File: src/common/deser_cfg_pkg.sv
// Constants and types for the deserializer strap and mode configuration block.
// Assumes a single 125 MHz system clock and a 16-bit register port.

package deser_cfg_pkg;

   // ==========================================================
   // Register port
   localparam int ADDR_W = 4;
   localparam int DATA_W = 16;
   localparam logic [3:0] ADDR_CFG0 = 4'h0;
   localparam logic [3:0] ADDR_CFG1 = 4'h4;
   localparam logic [3:0] ADDR_STAT = 4'h8;

   // ==========================================================
   // Configuration word 0 fields
   localparam int IFM_LSB = 0;
   localparam int MAP_LSB = 2;
   localparam int LOWB_BIT = 4;
   localparam int SPEN_BIT = 5;
   localparam int EDGE_BIT = 6;
   localparam int DSLEW_BIT = 7;
   localparam int PSLEW_BIT = 8;
   localparam int SLEEP_BIT = 9;
   localparam int HOLD_BIT = 10;
   localparam int REL_BIT = 11;
   localparam logic [15:0] CFG0_RST = 16'h0000;

   // ==========================================================
   // Configuration word 1 fields
   localparam int LEVEL_LSB = 0;
   localparam int RANGE_LSB = 4;
   localparam int OSC_LSB = 8;
   localparam logic [15:0] CFG1_RST = 16'h0000;

   // ==========================================================
   // Status word fields
   localparam int ST_LOCK_BIT = 0;
   localparam int ST_RUN_BIT = 1;
   localparam int ST_HELD_BIT = 2;
   localparam int ST_TEST_BIT = 3;
   localparam int ST_PD_BIT = 4;

   // ==========================================================
   // Strap positions in the pad vector {pass, red, green, blue}
   localparam int PAD_W = 25;
   localparam int P_EDGE = 1;
   localparam int P_SLEEP = 2;
   localparam int P_DSLEW = 3;
   localparam int P_LOWB = 4;
   localparam int P_PSLEW = 5;
   localparam int P_IFM1 = 6;
   localparam int P_IFM0 = 7;
   localparam int P_OSC_LSB = 8;
   localparam int P_LEVEL_LSB = 12;
   localparam int P_MAP_LSB = 16;
   localparam int P_RANGE_LSB = 19;
   localparam int P_HOLD = 24;

   // ==========================================================
   // Timing
   localparam int CLK_PERIOD_PS = 8000;
   localparam int STRAP_SETTLE_NS = 100;
   localparam logic [7:0] SETTLE_CYC =
      8'((STRAP_SETTLE_NS * 1000 + CLK_PERIOD_PS - 1) / CLK_PERIOD_PS);

   // ==========================================================
   // Interface modes
   typedef enum logic [1:0] {
      IFM_NATIVE_RAW = 2'b00,
      IFM_NATIVE_FILT = 2'b01,
      IFM_LEGACY_A = 2'b10,
      IFM_LEGACY_B = 2'b11
   } if_mode_e;

   // Power sequence states
   typedef enum logic [3:0] {
      ST_OFF = 4'b0001,
      ST_SAMPLE = 4'b0010,
      ST_RUN = 4'b0100,
      ST_SLEEP = 4'b1000
   } pwr_state_e;

endpackage : deser_cfg_pkg

File: src/strap_sync.sv
// Three-stage synchroniser for pad inputs.
// Assumes inputs are asynchronous to sys_clk_i; output moves once stages two and three agree.
`timescale 1ns/1ps
`default_nettype none

module strap_sync #(
   parameter int W = 1
) (
   // Clock and reset
   input wire logic sys_clk_i,
   input wire logic reset_n_i,
   // Pad side
   input wire logic [W-1:0] async_i,
   // Clock side
   output logic [W-1:0] sync_o
);

   // ==========================================================
   // Stages
   logic [W-1:0] stage1; // Metastability catcher
   logic [W-1:0] stage2; // Second stage
   logic [W-1:0] stage3; // Third stage
   logic [W-1:0] next_sync; // Filtered value

   // Hold each bit until stages two and three agree
   assign next_sync = (stage2 & stage3) | (sync_o & (stage2 | stage3));

   // Shift chain
   always_ff @(posedge sys_clk_i or negedge reset_n_i) begin
      if (!reset_n_i) begin
         stage1 <= '0;
         stage2 <= '0;
         stage3 <= '0;
         sync_o <= '0;
      end else begin
         stage1 <= async_i;
         stage2 <= stage1;
         stage3 <= stage2;
         sync_o <= next_sync;
      end
   end

endmodule : strap_sync

`default_nettype wire

File: src/deser_strap_config.sv
// Strap capture, register overrides and pad control of the deserializer.
// Assumes lock and received data come from logic on sys_clk_i; pads and
// the power-down and self-test pins are asynchronous.
//
// Implementation choices: the strobed register port and the register addresses.
`timescale 1ns/1ps
`default_nettype none

// Overview of operation
// - Mode 00 unfiltered, 01 filtered control signals
// - Modes 10 and 11 pick legacy formats
// - Low-band select picks spreading band
// - Low-band select ignored with spreading off
// - Hold strap keeps outputs low until release
// - Without hold, outputs toggle once locked
// - Sleep select and power-down set sleep pads
// - Outputs tri-state before first power up
// - Strobe select picks rising or falling edge
// - Self-test pin switches self-test on, off
// - Power-down pin high enables, low sleeps
// - Power-down low holds registers in reset
// - Slew select picks increased or normal slew
// - Four-bit strap sets spread range, overridable
// - Four-bit strap sets equalization, overridable
// - Pads sampled as straps during power up
module deser_strap_config
   import deser_cfg_pkg::*;
#(
   parameter logic [7:0] SETTLE = SETTLE_CYC
) (
   // Clock and reset
   input wire logic sys_clk_i,
   input wire logic reset_n_i,
   // Control pins
   input wire logic power_down_n_i,
   input wire logic self_test_enable_i,
   // Pad inputs, read as straps
   input wire logic [PAD_W-1:0] pad_i,
   // Received video and status
   input wire logic lock_i,
   input wire logic [23:0] rx_rgb_i,
   input wire logic rx_hs_i,
   input wire logic rx_vs_i,
   input wire logic rx_de_i,
   input wire logic rx_pass_i,
   // Register port
   input wire logic [ADDR_W-1:0] reg_addr_i,
   input wire logic [DATA_W-1:0] reg_wdata_i,
   input wire logic reg_write_i,
   input wire logic reg_read_i,
   output logic [DATA_W-1:0] reg_rdata_o,
   // Parallel pads
   output logic [PAD_W-1:0] pad_o,
   output logic pad_oe_n_o,
   output logic hs_o,
   output logic vs_o,
   output logic de_o,
   output logic ctl_oe_n_o,
   output logic pixclk_run_o,
   output logic pixclk_invert_o,
   // Configuration to the receiver
   output logic deser_enable_o,
   output logic self_test_on_o,
   output logic ctl_filter_en_o,
   output logic [1:0] compat_mode_o,
   output logic [1:0] map_sel_o,
   output logic spread_enable_o,
   output logic spread_low_band_sel_o,
   output logic [3:0] spread_range_sel_o,
   output logic [3:0] rx_equalization_level_o,
   output logic [2:0] oscillator_sel_o,
   output logic data_slew_sel_o,
   output logic pixclk_slew_sel_o
);

   // ==========================================================
   // Pin synchronisers
   logic [PAD_W+1:0] pin_raw; // Pads plus control pins
   logic [PAD_W+1:0] pin_sync; // Filtered copies
   logic [PAD_W-1:0] strap; // Synchronised strap pads
   logic pd_n; // Synchronised power-down pin
   logic test_pin; // Synchronised self-test pin

   assign pin_raw = {self_test_enable_i, power_down_n_i, pad_i};
   assign strap = pin_sync[PAD_W-1:0];
   assign pd_n = pin_sync[PAD_W];
   assign test_pin = pin_sync[PAD_W+1];

   // Three-flop agreement filter for every pin
   strap_sync #(
      .W(PAD_W + 2)
   ) u_pin_sync (
      .sys_clk_i(sys_clk_i),
      .reset_n_i(reset_n_i),
      .async_i(pin_raw),
      .sync_o(pin_sync)
   );

   // ==========================================================
   // Power sequence
   pwr_state_e state; // Current state
   pwr_state_e next_state; // Next state
   logic [7:0] settle_cnt; // Strap settle counter
   logic [7:0] next_settle_cnt; // Next counter value
   logic settle_done; // Straps stable
   logic strap_load; // One-cycle latch pulse

   assign settle_done = (settle_cnt == SETTLE - 8'h01);
   assign strap_load = (state == ST_SAMPLE) && settle_done && pd_n;

   // State transitions
   always_comb begin
      next_state = state;
      next_settle_cnt = 8'h00;
      case (state)
         ST_OFF: begin
            // Wait for the first release of power-down
            if (pd_n) begin
               next_state = ST_SAMPLE;
            end
         end
         ST_SAMPLE: begin
            // Pads are inputs while the straps settle
            if (!pd_n) begin
               next_state = ST_SLEEP;
            end else if (settle_done) begin
               next_state = ST_RUN;
            end else begin
               next_settle_cnt = settle_cnt + 8'h01;
            end
         end
         ST_RUN: begin
            // Normal operation until power-down drops
            if (!pd_n) begin
               next_state = ST_SLEEP;
            end
         end
         ST_SLEEP: begin
            // Re-sample straps on each release
            if (pd_n) begin
               next_state = ST_SAMPLE;
            end
         end
         default: begin
            next_state = ST_OFF;
         end
      endcase
   end

   // State register
   always_ff @(posedge sys_clk_i or negedge reset_n_i) begin
      if (!reset_n_i) begin
         state <= ST_OFF;
         settle_cnt <= 8'h00;
      end else begin
         state <= next_state;
         settle_cnt <= next_settle_cnt;
      end
   end

   // ==========================================================
   // Strap decode into register words
   logic [15:0] strap_cfg0; // Word 0 from straps
   logic [15:0] strap_cfg1; // Word 1 from straps

   // Word 0: mode, map, band, edge, slews, sleep, hold
   assign strap_cfg0 = {
      4'h0,
      1'b0,
      strap[P_HOLD],
      strap[P_SLEEP],
      strap[P_PSLEW],
      strap[P_DSLEW],
      strap[P_EDGE],
      1'b0,
      strap[P_LOWB],
      strap[P_MAP_LSB+1 -: 2],
      strap[P_IFM1],
      strap[P_IFM0]
   };

   // Word 1: oscillator, spread range, equalization
   assign strap_cfg1 = {
      5'h00,
      strap[P_OSC_LSB +: 3],
      strap[P_RANGE_LSB +: 4],
      strap[P_LEVEL_LSB +: 4]
   };

   // ==========================================================
   // Registers
   logic [15:0] cfg0; // Mode and control word
   logic [15:0] cfg1; // Analog setting word
   logic sleep_keep; // Sleep select kept through power-down
   logic wr_cfg0; // Write to word 0
   logic wr_cfg1; // Write to word 1

   assign wr_cfg0 = reg_write_i && (reg_addr_i == ADDR_CFG0) && pd_n;
   assign wr_cfg1 = reg_write_i && (reg_addr_i == ADDR_CFG1) && pd_n;

   // Latch straps, then let writes override
   always_ff @(posedge sys_clk_i or negedge reset_n_i) begin
      if (!reset_n_i) begin
         cfg0 <= CFG0_RST;
         cfg1 <= CFG1_RST;
      end else if (!pd_n) begin
         cfg0 <= CFG0_RST;
         cfg1 <= CFG1_RST;
      end else begin
         // A write in the latch cycle wins over the strap
         if (wr_cfg0) begin
            cfg0 <= reg_wdata_i;
         end else if (strap_load) begin
            cfg0 <= strap_cfg0;
         end
         if (wr_cfg1) begin
            cfg1 <= reg_wdata_i;
         end else if (strap_load) begin
            cfg1 <= strap_cfg1;
         end
      end
   end

   // Sleep select survives power-down for the pad table
   always_ff @(posedge sys_clk_i or negedge reset_n_i) begin
      if (!reset_n_i) begin
         sleep_keep <= 1'b0;
      end else if (state == ST_RUN) begin
         sleep_keep <= cfg0[SLEEP_BIT];
      end
   end

   // ==========================================================
   // Settings to the receiver
   logic running; // Strap capture finished and enabled
   logic hold_low; // Hold strap active, not yet released
   logic spread_on; // Spreading enabled

   assign running = (state == ST_RUN);
   assign hold_low = cfg0[HOLD_BIT] && !cfg0[REL_BIT];
   assign spread_on = cfg0[SPEN_BIT];

   assign deser_enable_o = running;
   assign self_test_on_o = test_pin && running;
   assign compat_mode_o = cfg0[IFM_LSB +: 2];
   assign ctl_filter_en_o = (cfg0[IFM_LSB +: 2] == IFM_NATIVE_FILT);
   assign map_sel_o = cfg0[MAP_LSB +: 2];
   assign spread_enable_o = spread_on;
   assign spread_low_band_sel_o = spread_on && cfg0[LOWB_BIT];
   assign spread_range_sel_o = cfg1[RANGE_LSB +: 4];
   assign rx_equalization_level_o = cfg1[LEVEL_LSB +: 4];
   assign oscillator_sel_o = cfg1[OSC_LSB +: 3];
   assign data_slew_sel_o = cfg0[DSLEW_BIT];
   assign pixclk_slew_sel_o = cfg0[PSLEW_BIT];

   // ==========================================================
   // Pad drive selection
   logic show_data; // Received data reaches pads
   logic drive_low; // Pads driven low
   logic drive_any; // Pads driven at all
   logic sleep_tri; // Sleep table picks tri-state

   // Sleep select 1 floats the pads, 0 drives them low
   assign sleep_tri = running ? cfg0[SLEEP_BIT] : sleep_keep;
   assign show_data = running && lock_i && !hold_low;
   assign drive_low = (running && hold_low)
      || (running && !lock_i && !sleep_tri)
      || ((state == ST_SLEEP) && !sleep_tri);
   // Off and sample states keep pads as inputs
   assign drive_any = show_data || drive_low;

   // Registered pad outputs
   always_ff @(posedge sys_clk_i or negedge reset_n_i) begin
      if (!reset_n_i) begin
         pad_o <= '0;
         hs_o <= 1'b0;
         vs_o <= 1'b0;
         de_o <= 1'b0;
         pad_oe_n_o <= 1'b1;
         ctl_oe_n_o <= 1'b1;
         pixclk_run_o <= 1'b0;
      end else begin
         pad_oe_n_o <= !drive_any;
         ctl_oe_n_o <= !drive_any;
         pixclk_run_o <= show_data;
         if (show_data) begin
            // Live video to pads
            pad_o <= {rx_pass_i, rx_rgb_i};
            hs_o <= rx_hs_i;
            vs_o <= rx_vs_i;
            de_o <= rx_de_i;
         end else begin
            // Held low or floating
            pad_o <= '0;
            hs_o <= 1'b0;
            vs_o <= 1'b0;
            de_o <= 1'b0;
         end
      end
   end

   // Edge select 1: data change on falling edge, captured on rising
   assign pixclk_invert_o = !cfg0[EDGE_BIT];

   // ==========================================================
   // Register read
   logic [15:0] status; // Live status word
   logic [15:0] rd_mux; // Selected read word

   assign status = {
      11'h000,
      !pd_n,
      self_test_on_o,
      hold_low,
      running,
      lock_i
   };

   assign rd_mux = (reg_addr_i == ADDR_CFG0) ? cfg0
      : (reg_addr_i == ADDR_CFG1) ? cfg1
      : (reg_addr_i == ADDR_STAT) ? status
      : 16'h0000;

   // Read data stands for one cycle only
   always_ff @(posedge sys_clk_i or negedge reset_n_i) begin
      if (!reset_n_i) begin
         reg_rdata_o <= 16'h0000;
      end else if (reg_read_i) begin
         reg_rdata_o <= rd_mux;
      end else begin
         reg_rdata_o <= 16'h0000;
      end
   end

endmodule : deser_strap_config

`default_nettype wire

File: config.mk
export PLATFORM = sky130hd
export DESIGN_NAME = deser_strap_config
export DESIGN_NICKNAME = d
export VERILOG_FILES = /design/src/common/deser_cfg_pkg.sv /design/src/strap_sync.sv /design/src/deser_strap_config.sv
export SDC_FILE = /design/constraint.sdc
export NUM_CORES = 1
export LEC_CHECK = 0
export BUFFER_PORTS_ARGS = -buffer_cell sky130_fd_sc_hd__clkbuf_2
export CAP_MARGIN = 0
export CORE_ASPECT_RATIO = 1.75
export CORE_MARGIN = 1
export CORE_UTILIZATION = 57
export DETAILED_ROUTE_END_ITERATION = 10
export GPL_ROUTABILITY_DRIVEN = 0
export GPL_TIMING_DRIVEN = 0
export PLACE_DENSITY = 0.85
export SETUP_SLACK_MARGIN = 0.5
export SLEW_MARGIN = 5
export SYNTH_ARGS = -nofsm -noshare
export SYNTH_HDL_FRONTEND = slang
export SYNTH_SLANG_ARGS = --single-unit
File: constraint.sdc
create_clock -name sys_clk_i -period 3.6 [get_ports sys_clk_i]
set_clock_uncertainty 0.05 [all_clocks]
set_input_delay 0 -clock sys_clk_i [delete_from_list [all_inputs] [get_ports sys_clk_i]]
set_output_delay 0 -clock sys_clk_i [all_outputs]
set_load 0.05 [all_outputs]
==> Flow_metrics.wiki, run 1 <==
{| class="wikitable"
! Metric !! Value
|-
| Data required time of the worst path || approximately 4000 ps
|-
| Placed wire-length estimate after detailed placement || 8678 um
|-
| Clk_lat worst skew || 410 ps
|-
| Post-synth top area share || 0.7144
|-
| Max Root-Sink Buffers || 2
|-
| First-pass GRT wire length || about 23,000 um
|-
| Nature of the critical path endpoint || flip-flop
|-
| Sequence of cells on the critical path || clkbuf_1, nor2_1, and3_1, a211oi_2, buf_6, a221o_1
|-
| Post-synthesis instance area || 6340 um2
|-
| Length in cells of the worst reg-to-reg path || 6
|-
| Critical setup path kind || flip-flop to flip-flop
|-
| Drt via density || 5.315
|-
| Worst R2R Start || state[0]
|-
| Cell at the root of the clock tree || sky130_fd_sc_hd__clkbuf_16
|-
| Die X || just over 80 um
|-
| CTS tree || built
|-
| Leading cell types by count after synthesis || sky130_fd_sc_hd__dfrtp_1 (181), sky130_fd_sc_hd__and2_1 (52), sky130_fd_sc_hd__nor2_1 (25)
|-
| Worst min path class || input port to async pin
|-
| End-of-flow core utilization || 0.7948
|-
| Crit share post-route || 0.6123
|-
| Critical Path Start Type || flip-flop
|-
| Most frequently used cell type in the post-synthesis netlist || sky130_fd_sc_hd__dfrtp_1
|-
| Largest incremental delay on the critical path || 550 ps
|-
| Top area cells in the synthesized netlist || sky130_fd_sc_hd__dfrtp_1 (71%), sky130_fd_sc_hd__and2_1 (5.1%), sky130_fd_sc_hd__maj3_1 (3.6%)
|-
| Core footprint || around 11,000 um2
|-
| Pin count of the biggest net entering global routing || 119
|-
| Final max-slew violation count || 0
|-
| Initial DRT Pass Iterations || 4
|-
| Leakage power figure || roughly 4.2 nW
|-
| Main synth FF type || sky130_fd_sc_hd__dfrtp_1
|-
| Highest attainable clock frequency || about 450 MHz
|-
| Worst Path Buf+Inv || 2
|-
| Synth async-reset ratio || 1.000
|-
| Number of design rule violations left after detail routing || 0
|-
| Share of layout cells above drive strength 1 || 0.3000
|-
| CP Max Fanout || 10
|-
| Clock-pin slew on the worst setup and hold paths || 70 ps
|-
| Number of clock sinks || 183
|-
| Number of antenna violations at the first check in global routing || 0
|-
| Distinct cell type count of the synthesized netlist || 41
|-
| Outcome || complete, no violations
|-
| Library cell occupying the most area in the post-synthesis netlist || sky130_fd_sc_hd__dfrtp_1
|-
| Max IR drop VDD || ~0.41 mV
|-
| Count of final setup violators || 0
|-
| Headroom to the max-slew limit || 0.4783
|-
| Count of input and output buffers || around 140
|-
| Total length of routed wires || 14,120 um
|-
| Internal reg-to-reg setup slack || 1400 ps
|-
| Layout overhead on the synthesized area || 34.89%
|-
| Die height || 141.5 um
|-
| Post-Syn Nets || 513
|-
| GRT Overall Usage || 0.2714
|-
| Combined area of the multi-input logic cells || between 1500 and 2000 um2
|-
| Antenna Diode Count || 0
|-
| Overall via count from detail_route || 4,305
|-
| I/O pin count || 150
|-
| CP max stage cell || sky130_fd_sc_hd__a211oi_2
|-
| Synthesized flop and latch total || 183
|-
| Measured slew at the worst slew-check pin || 778.3 ps
|-
| Final sum of negative setup slack || 0 ps
|-
| Post-route worst hold slack || 90.34 ps
|-
| Number of max-capacitance violations reported || 0
|-
| Minimum clock period after layout || 2204 ps
|-
| Layout Nets || 749
|-
| Post-Syn Instances || 431
|-
| Dominant delay contributor by cell family on the critical path || compound AO/OA/AOI/OAI gates
|-
| Starting density of the core || 0.5892
|-
| Post-route ant nets || 0
|-
| Final hold violation count || 0
|-
| Initial DRC count || ~280
|-
| End of the worst register-to-register path || cfg1[10]
|-
| Number of warning messages in the yosys log || 0
|-
| Register area share after synthesis || 0.7227
|-
| Endpoint arrival time on the critical path || 2500 ps
|-
| Number of levels in the clock H-tree || 4
|-
| Number of buffers created by CTS || 17
|-
| Number of enable-type register cells in the synthesized netlist || 0
|-
| Mean cell area of the mapped netlist || 14.71 um2
|-
| RSZ-0062 raised after global routing || false
|-
| Stages on the worst setup path || 6
|-
| Vias in the first global route || 4,700
|-
| Combined flip-flop and latch cell area || between 4000 and 5000 um2
|-
| Number of post-CTS setup repair buffers || 0
|-
| Routed wire length per instance || approximately 17 um
|-
| Site row count || 50
|-
| Global-route congestion overflow total || 0
|-
| DIE AREA || 11,560 um2
|-
| Fill cell count || 584
|-
| Cell area power density || 505.5 nW/um2
|}
## worst reg2reg max path: stages, from the launching register on
cell and delay (ps):
sky130_fd_sc_hd__dfstp_2 520, sky130_fd_sc_hd__clkbuf_1 270, sky130_fd_sc_hd__nor2_1 110, sky130_fd_sc_hd__and3_1 260, sky130_fd_sc_hd__a211oi_2 550, sky130_fd_sc_hd__buf_6 230, sky130_fd_sc_hd__a221o_1 160
## metrics by stage
stage          power (mW)  std cells  area (um2)  setup WS (ps)
2_1_floorplan       2.361        431        6340           1364
3_3_place_gp        2.471        705        7223         -482.4
3_5_place_dp        2.501        706        7259           1431
4_1_cts             4.344        810        8552           1413
5_1_grt             4.466        810        8552           1214
6_report            4.323        810        8552           1396
## logic make-up (layout without fill, tap and decap cells)
| logic type | after synthesis | count (layout) | synth area share |
|---|---|---|---|
| buf+inv | 38 | 287 | 0.03553 |
| xor+xnor | 8 | 8 | 0.01105 |
| compound gates | 60 | 60 | 0.08111 |
| flops | 183 | 183 | 0.7227 |
| mux | 1 | 1 | 0.001776 |
| simple gates | 116 | 116 | 0.1076 |
| fa+ha+maj | 25 | 25 | 0.04026 |
## cells in the final DEF (no fill, tap or decap), types with 11 or more instances in the layout
cell type	Yosys	routed
sky130_fd_sc_hd__clkbuf_1	8	13
sky130_fd_sc_hd__a22o_1	11	11
sky130_fd_sc_hd__maj3_1	23	23
sky130_fd_sc_hd__dlygate4sd3_1	0	72
sky130_fd_sc_hd__clkbuf_2	0	143
sky130_fd_sc_hd__buf_4	16	16
sky130_fd_sc_hd__clkbuf_16	0	17
sky130_fd_sc_hd__nor2_1	25	25
sky130_fd_sc_hd__a221o_1	21	21
sky130_fd_sc_hd__dfrtp_1	181	181
sky130_fd_sc_hd__a22oi_1	11	11
sky130_fd_sc_hd__and2_1	52	52
## final cells by class
class / instances / area share
plain buffers: 30 / 0.02253
clock buffers: 24 / 0.05516
clock inverters: 8 / 0.01170
inverters: 8 / 0.003804
multi-input cells: 210 / 0.1792
flip-flops and latches: 183 / 0.5358
well taps: 130 / 0.01902
repair buffers: 217 / 0.1728
## how the worst max path moves through the flow
| stage | start | endpoint | slack, ps |
|---|---|---|---|
| final | state[0] | cfg1[10] | 1400 |
| after floorplan | state[3] | pad_o[10] | 1360 |
| after global routing | state[3] | pad_o[12] | 1210 |
| after detailed placement | state[0] | cfg0[8] | 1430 |
| after global placement | reset_n_i | reg_rdata_o[14] | -480 |
| after CTS | state[0] | cfg0[9] | 1410 |
## metal layers
layer  share of wire  GRT usage  routed length [um]  vias up
met5               0          0                   0        -
met4           0.034     0.1367                 482        0
met3           0.051    0.06367                 714       44
met2            0.54     0.4637                7628      177
met1            0.37     0.3098                5291     2134
li1                -          -                   -     1950
## what timing repair did
action                                 in CTS  in global routing
endpoints found under the hold margin     153                  0
setup endpoints to repair                   0                  0
hold buffers                               72                  0
resized for setup                           0                  0
## sequential cells by signal (all words and copies together) (netlist names), 4 cells and up
signal             count
pad_o                 25
u_pin_sync.stage1     23
u_pin_sync.stage2     23
u_pin_sync.stage3     23
u_pin_sync.sync_o     23
cfg0                  16
cfg1                  16
reg_rdata_o           16
settle_cnt             8
state                  4
## where the power goes
part / switching (mW) / leakage [nW] / total, mW / internal, mW
Combinational: 0.180 / 1.61 / 0.330 / 0.151
Sequential: 0.0580 / 2.33 / 2.20 / 2.15
Clock: 0.730 / 0.266 / 1.79 / 1.06
Total: 0.968 / 4.21 / 4.32 / 3.35
(Power assumes the default switching activity.)
==> inputs of run 2 (changes only) <==
CORE_UTILIZATION = 53   (was 57)
PLACE_DENSITY = 0.8   (was 0.85)
clock period = 2.1 ns   (was 3.6 ns; I/O delays follow)
==> Flow_metrics.wiki, run 2 (synthesis results as in run 1) <==
{| class="wikitable"
! Metric !! Value
|-
| Outcome || finished, violations left
|-
| Final hold violation count || 0
|-
| Cell internal power dissipation || 5.766 mW
|-
| Start point of the worst min-delay path || reg_addr_i[3]
|-
| End of the worst register-to-register path || cfg0[9]
|-
| Number of buffers created by CTS || 17
|-
| First-pass GRT wire length || ~24,000 um
|-
| Clock-pin slew on the worst setup and hold paths || 70 ps
|-
| Clk_lat worst skew || about 420 ps
|-
| Drt via density || 5.273
|-
| Worst R2R Start || settle_cnt[2]
|-
| Highest attainable clock frequency || roughly 560 MHz
|-
| Data required time of the worst path || 2400 ps
|-
| Overall via count from detail_route || 4,514
|-
| Most flop-heavy register || pad_o
|-
| Failing checks || design-rule violations
|-
| Max IR drop VDD || between 0.6 and 0.7 mV
|-
| Hold worst-path end || reg_rdata_o[2]
|-
| Leading cell type in the layout, fill and taps excluded || sky130_fd_sc_hd__dfrtp_1
|-
| Antenna Diode Count || 0
|-
| Sequential cell fraction of total power || 0.500
|-
| Initial DRC count || 297
|-
| Part of the total power dissipated in the clock network || 0.405
|-
| Number of levels in the clock H-tree || 4
|-
| Share of layout cells above drive strength 1 || 0.3939
|-
| DIE AREA || roughly 12,000 um2
|-
| End-of-flow core utilization || 0.7905
|-
| Leakage power figure || 4.528 nW
|-
| DP Area || between 7000 and 8000 um2
|-
| Post-route ant nets || 0
|-
| Max Root-Sink Buffers || 2
|-
| Routed wire length per instance || around 18 um
|-
| Fill cell count || 671
|-
| Non-filler cells in the finished layout || between 800 and 900
|-
| Minimum clock period after layout || 1775 ps
|-
| Starting density of the core || 0.5474
|-
| Global-route congestion overflow total || 0
|-
| Length in cells of the worst reg-to-reg path || 5
|-
| Die X || 84.68 um
|-
| Crit share post-route || 0.8455
|-
| Endpoint arrival time on the critical path || 2070 ps
|-
| Site row count || 52
|-
| Core footprint || 11,580 um2
|-
| Cell area power density || 826.9 nW/um2
|-
| Nature of the critical path endpoint || flip-flop
|-
| Pin count of the biggest net entering global routing || between 100 and 150
|-
| Number of antenna violations at the first check in global routing || 0
|-
| Total length of routed wires || 15,180 um
|-
| Switching component of the power || around 1.8 mW
|-
| Crit path setup slack, layout || 324.5 ps
|-
| Count of final setup violators || 0
|-
| Minimum setup slack after placement || -88.63 ps
|-
| Headroom to the max-slew limit || 0.6155
|-
| Commonest cells after routing, fill and taps aside || sky130_fd_sc_hd__dfrtp_1 (178), sky130_fd_sc_hd__clkbuf_2 (142), sky130_fd_sc_hd__dlygate4sd3_1 (72)
|-
| DP Cell Count || just over 700
|-
| Max reg flops || 25
|-
| CP Max Fanout || 6
|-
| Layout overhead on the synthesized area || 44.40%
|-
| Critical Path Start Type || flip-flop
|-
| GRT Overall Usage || 0.2504
|-
| Die height || 146.7 um
|-
| Worst min path class || input port to flip-flop
|-
| Final max-slew violation count || 0
|-
| Number of max-capacitance violations reported || 0
|-
| Cell at the root of the clock tree || sky130_fd_sc_hd__clkbuf_16
|-
| Vias in the first global route || 4,800
|-
| Worst hold path depth || 3
|-
| Number of clock sinks || 183
|-
| CTS tree || built
|-
| Share of total power consumed by net switching || 0.2384
|-
| Measured slew at the worst slew-check pin || 576.8 ps
|-
| Initial DRT Pass Iterations || 9
|-
| Internal reg-to-reg setup slack || 320 ps
|-
| Cell area after layout || between 9000 and 10,000 um2
|-
| RSZ-0062 raised after global routing || true
|-
| Combinational share of power || 0.096
|-
| Layout Nets || between 700 and 800
|-
| I/O pin count || 150
|-
| Critical setup path kind || flip-flop to flip-flop
|-
| Count of input and output buffers || 144
|-
| Placed wire-length estimate after detailed placement || 8415 um
|-
| Number of design rule violations left after detail routing || 7
|}
[run 2: cell count changes in the layout (fill, tap and decap cells not counted), sizes merged]
cell      delta
clkinvlp     -1
buf         +45
inv          +5
bufinv       -1
clkinv       +1
clkbuf       -8
[run 2: worst max-delay path, stage by stage, from the launching register on]
cell                       delay [ps]
sky130_fd_sc_hd__dfrtp_1          410
sky130_fd_sc_hd__and2_4           200
sky130_fd_sc_hd__and4b_2          290
sky130_fd_sc_hd__a211oi_4         400
sky130_fd_sc_hd__buf_6            180
sky130_fd_sc_hd__a221o_1          170
[run 2: per-layer routing]
layer	GRT usage	vias up	routed length, um
met1	0.2846	2250	5599
met2	0.4354	186	8343
met5	0	-	0
met4	0.1161	0	448
li1	-	2037	-
met3	0.06840	41	785
[run 2: area by class of cell]
type / instances / area [um2] / area share
Tap cell: 135 / 168.9 / 0.01845
Clock buffer: 20 / 456.7 / 0.04988
Clock inverter: 12 / 117.6 / 0.01285
Buffer: 30 / 244.0 / 0.02665
Sequential cell: 183 / 4586 / 0.5009
Multi-Input combinational cell: 210 / 1652 / 0.1804
Inverter: 8 / 32.53 / 0.003553
Timing Repair Buffer: 258 / 1898 / 0.2073
[run 2: power by group through the flow]
stage	registers, mW	logic [mW]	clock network (mW)
2_1_floorplan	3.83	0.230	0
3_3_place_gp	3.83	0.413	0
3_5_place_dp	3.84	0.441	0
4_1_cts	3.78	0.671	3.10
5_1_grt	3.79	0.785	3.26
6_report	3.78	0.726	3.06
[run 2: worst max-delay path by stage]
stage,depth (start not counted),end,start
final,5,cfg0[9],settle_cnt[2]
after global routing,5,cfg0[9],settle_cnt[2]
after CTS,7,cfg1[6],u_pin_sync.sync_o[25]
after detailed placement,6,cfg0[8],state[0]
after global placement,1,reg_rdata_o[12],reset_n_i
after floorplan,6,pad_o[10],state[3]
[run 2: per-stage QoR]
| step | power (mW) | hold slack (ps) | TNS, ps |
|---|---|---|---|
| after floorplan | 4.056 | -345.6 | 0 |
| after global placement | 4.245 | 57.94 | -361660 |
| after detailed placement | 4.283 | 5.017 | -1517 |
| after CTS | 7.548 | 51.04 | 0 |
| after global routing | 7.838 | 94.22 | 0 |
| final | 7.570 | 56.93 | 0 |
[run 2: timing repair]
action | in CTS | in global routing
endpoints found under the setup margin | 71 | 81
cloned | 3 | 2
resized for setup | 40 | 37
hold buffers | 72 | 0
hold endpoints to repair | 163 | 0
setup buffers | 25 | 11
pin swaps | 31 | 24
==> inputs of run 3 (changes only) <==
ABC_AREA = 1   (was not set)
CORE_UTILIZATION = 54   (was 53)
clock period = 1.8 ns   (was 2.1 ns; I/O delays follow)
==> Flow_metrics.wiki, run 3 <==
{| class="wikitable"
! Metric !! Value
|-
| Outcome || complete, no violations
|-
| Global-route congestion overflow total || 0
|-
| Clock-pin slew on the worst setup and hold paths || 80 ps
|-
| Core footprint || 12,430 um2
|-
| Drt via density || 5.050
|-
| Number of warning messages in the yosys log || 0
|-
| Most frequently used cell type in the post-synthesis netlist || sky130_fd_sc_hd__dfrtp_1
|-
| CTS tree || built
|-
| DIE AREA || between 10,000 and 15,000 um2
|-
| Commonest cells after routing, fill and taps aside || sky130_fd_sc_hd__dfrtp_1 (181), sky130_fd_sc_hd__nand2_1 (154), sky130_fd_sc_hd__clkbuf_2 (133)
|-
| CP Max Fanout || 10
|-
| I/O pin count || 150
|-
| Share of total power consumed by net switching || 0.2790
|-
| Critical setup path kind || flip-flop to flip-flop
|-
| Combinational share of power || 0.113
|-
| Leading cell type in the layout, fill and taps excluded || sky130_fd_sc_hd__dfrtp_1
|-
| Post-synthesis instance area || 6848 um2
|-
| Worst min path class || input port to flip-flop
|-
| Post-Syn Instances || 626
|-
| Max IR drop VDD || between 0.8 and 0.9 mV
|-
| Initial DRC count || roughly 370
|-
| Minimum setup slack after placement || ~260 ps
|-
| Cell internal power dissipation || 6.716 mW
|-
| Site row count || between 50 and 60
|-
| DP Area || 7866 um2
|-
| Number of clock sinks || 183
|-
| Placed wire-length estimate after detailed placement || between 10,000 and 15,000 um
|-
| Crit path setup slack, layout || 221.9 ps
|-
| Switching component of the power || 2.598 mW
|-
| Layout overhead on the synthesized area || 43.36%
|-
| Number of max-capacitance violations reported || 0
|-
| Distinct cell type count of the synthesized netlist || 30
|-
| Mean cell area of the mapped netlist || 10.94 um2
|-
| Pin count of the biggest net entering global routing || 96
|-
| Clk_lat worst skew || 440 ps
|-
| Minimum clock period after layout || 1578 ps
|-
| Vias in the first global route || 5,659
|-
| Final max-slew violation count || 0
|-
| Combined area of the multi-input logic cells || 1968 um2
|-
| Synthesized flop and latch total || 183
|-
| Antenna Diode Count || 0
|-
| Crit share post-route || 0.8767
|-
| Cell area power density || 948.8 nW/um2
|-
| Final sum of negative setup slack || 0 ps
|-
| Synth async-reset ratio || 1.000
|-
| Measured slew at the worst slew-check pin || just under 700 ps
|-
| Max Root-Sink Buffers || 2
|-
| Max reg flops || 25
|-
| Headroom to the max-slew limit || 0.5399
|-
| First-pass GRT wire length || 26,490 um
|-
| Post-route ant nets || 0
|-
| Leakage power figure || about 5 nW
|-
| Count of final setup violators || 0
|-
| Routed wire length per instance || 16.43 um
|-
| Number of antenna violations at the first check in global routing || 0
|-
| Count of input and output buffers || 145
|-
| Cell area after layout || 9817 um2
|-
| Number of design rule violations left after detail routing || 0
|-
| Number of enable-type register cells in the synthesized netlist || 0
|-
| Register area share after synthesis || 0.6691
|-
| Data required time of the worst path || 2130 ps
|-
| Number of buffers created by CTS || 17
|-
| Final hold violation count || 0
|-
| Initial DRT Pass Iterations || 8
|-
| Post-synth top area share || 0.6614
|-
| Die height || about 150 um
|-
| Number of levels in the clock H-tree || 4
|-
| Starting density of the core || 0.5508
|-
| Fill cell count || between 700 and 800
|-
| Layout Nets || 972
|-
| Share of layout cells above drive strength 1 || 0.3488
|-
| Endpoint arrival time on the critical path || ~1900 ps
|-
| Die X || a little under 90 um
|-
| Post-Syn Nets || 708
|-
| GRT Overall Usage || 0.2690
|-
| Library cell occupying the most area in the post-synthesis netlist || sky130_fd_sc_hd__dfrtp_1
|-
| Total length of routed wires || 17,600 um
|-
| Top area cells in the synthesized netlist || sky130_fd_sc_hd__dfrtp_1 (66%), sky130_fd_sc_hd__nand2_1 (8.7%), sky130_fd_sc_hd__inv_1 (3.4%)
|-
| Post-route worst hold slack || 16.30 ps
|-
| Nature of the critical path endpoint || flip-flop
|-
| Highest attainable clock frequency || between 600 and 700 MHz
|-
| Sequential cell fraction of total power || 0.474
|-
| Most flop-heavy register || pad_o
|-
| Cell at the root of the clock tree || sky130_fd_sc_hd__clkbuf_16
|-
| Critical Path Start Type || flip-flop
|-
| RSZ-0062 raised after global routing || true
|-
| Leading cell types by count after synthesis || sky130_fd_sc_hd__dfrtp_1 (181), sky130_fd_sc_hd__nand2_1 (159), sky130_fd_sc_hd__inv_1 (62)
|-
| Main synth FF type || sky130_fd_sc_hd__dfrtp_1
|-
| Overall via count from detail_route || 5,409
|-
| Part of the total power dissipated in the clock network || 0.413
|-
| Combined flip-flop and latch cell area || between 4000 and 5000 um2
|}
## run 3: layout make-up
cell class                 instances  share of cell area
clock inverter                    15             0.02103
clock buffer                      17             0.04333
timing repair buffer             245              0.1885
sequential                       183              0.4667
tap                              168             0.02141
multi-input combinational        341              0.2005
inverter                          69             0.02766
buffer                            33             0.03084
## run 3: cells by family (layout without fill, tap and decap cells)
logic type               after synthesis  count (layout)  share of synthesized area
AND/OR/NAND/NOR                      273             273                     0.1825
flip-flops                           183             183                     0.6691
buffers and inverters                102             379                    0.07838
AO/OA/AOI/OAI                         42              42                    0.03143
adder cells (fa/ha/maj)               25              25                    0.03727
XOR/XNOR                               1               1                   0.001279
## run 3: per-layer routing
| layer | vias up | part of all wire | track usage |
|---|---|---|---|
| met2 | 254 | 0.56 | 0.4909 |
| met1 | 2637 | 0.35 | 0.2812 |
| met5 | - | 0 | 0 |
| met3 | 53 | 0.058 | 0.06376 |
| met4 | 0 | 0.030 | 0.1426 |
| li1 | 2465 | - | - |
## run 3: power by group through the flow
stage / combinational [mW] / clock (mW) / sequential [mW]
global route: 1.14 / 4.04 / 4.43
CTS: 0.923 / 3.86 / 4.41
global placement: 0.642 / 0 / 4.48
detailed placement: 0.685 / 0 / 4.49
floorplan: 0.399 / 0 / 4.48
finish: 1.05 / 3.85 / 4.41
## run 3: path summary, 6_finish.rpt
check	slack (ps)	start	endpoint	cells past startpoint
worst min-delay path	20	reg_addr_i[0]	reg_rdata_o[1]	6
max in group asynchronous	710	reset_n_i	u_pin_sync.stage3[3]	3
min in group asynchronous	110	reset_n_i	settle_cnt[3]	2
worst min register to register	300	u_pin_sync.stage1[13]	u_pin_sync.stage2[13]	0
worst max register to register	220	settle_cnt[0]	cfg1[7]	11
worst max-delay path	220	settle_cnt[0]	cfg1[7]	11
## run 3: metrics by stage
step / total power, mW / cells / util
floorplan: 4.879 / 626 / -
global placement: 5.120 / 939 / 0.6298
detailed placement: 5.178 / 940 / 0.6328
CTS: 9.192 / 1064 / 0.7726
global route: 9.609 / 1071 / 0.7897
finish: 9.314 / 1071 / 0.7897
## run 3: critical path: stages (launching register included)
cell and delay (ps):
sky130_fd_sc_hd__dfrtp_1 390, sky130_fd_sc_hd__inv_1 60, sky130_fd_sc_hd__ha_2 170, sky130_fd_sc_hd__inv_2 50
sky130_fd_sc_hd__nor2_4 90, sky130_fd_sc_hd__inv_2 50, sky130_fd_sc_hd__nor2_4 140, sky130_fd_sc_hd__nand3_2 130
sky130_fd_sc_hd__nand2_2 100, sky130_fd_sc_hd__buf_6 140, sky130_fd_sc_hd__nand2_1 70, sky130_fd_sc_hd__nand2_1 60
## run 3: what timing repair did
item / 4_1_cts / 5_1_grt
buffers inserted: 15 / 7
hold endpoints to repair: 183 / 0
pin swaps: 3 / 5
cloned: 3 / 0
resized for setup: 55 / 53
endpoints found under the setup margin: 79 / 160
hold buffers: 74 / 0
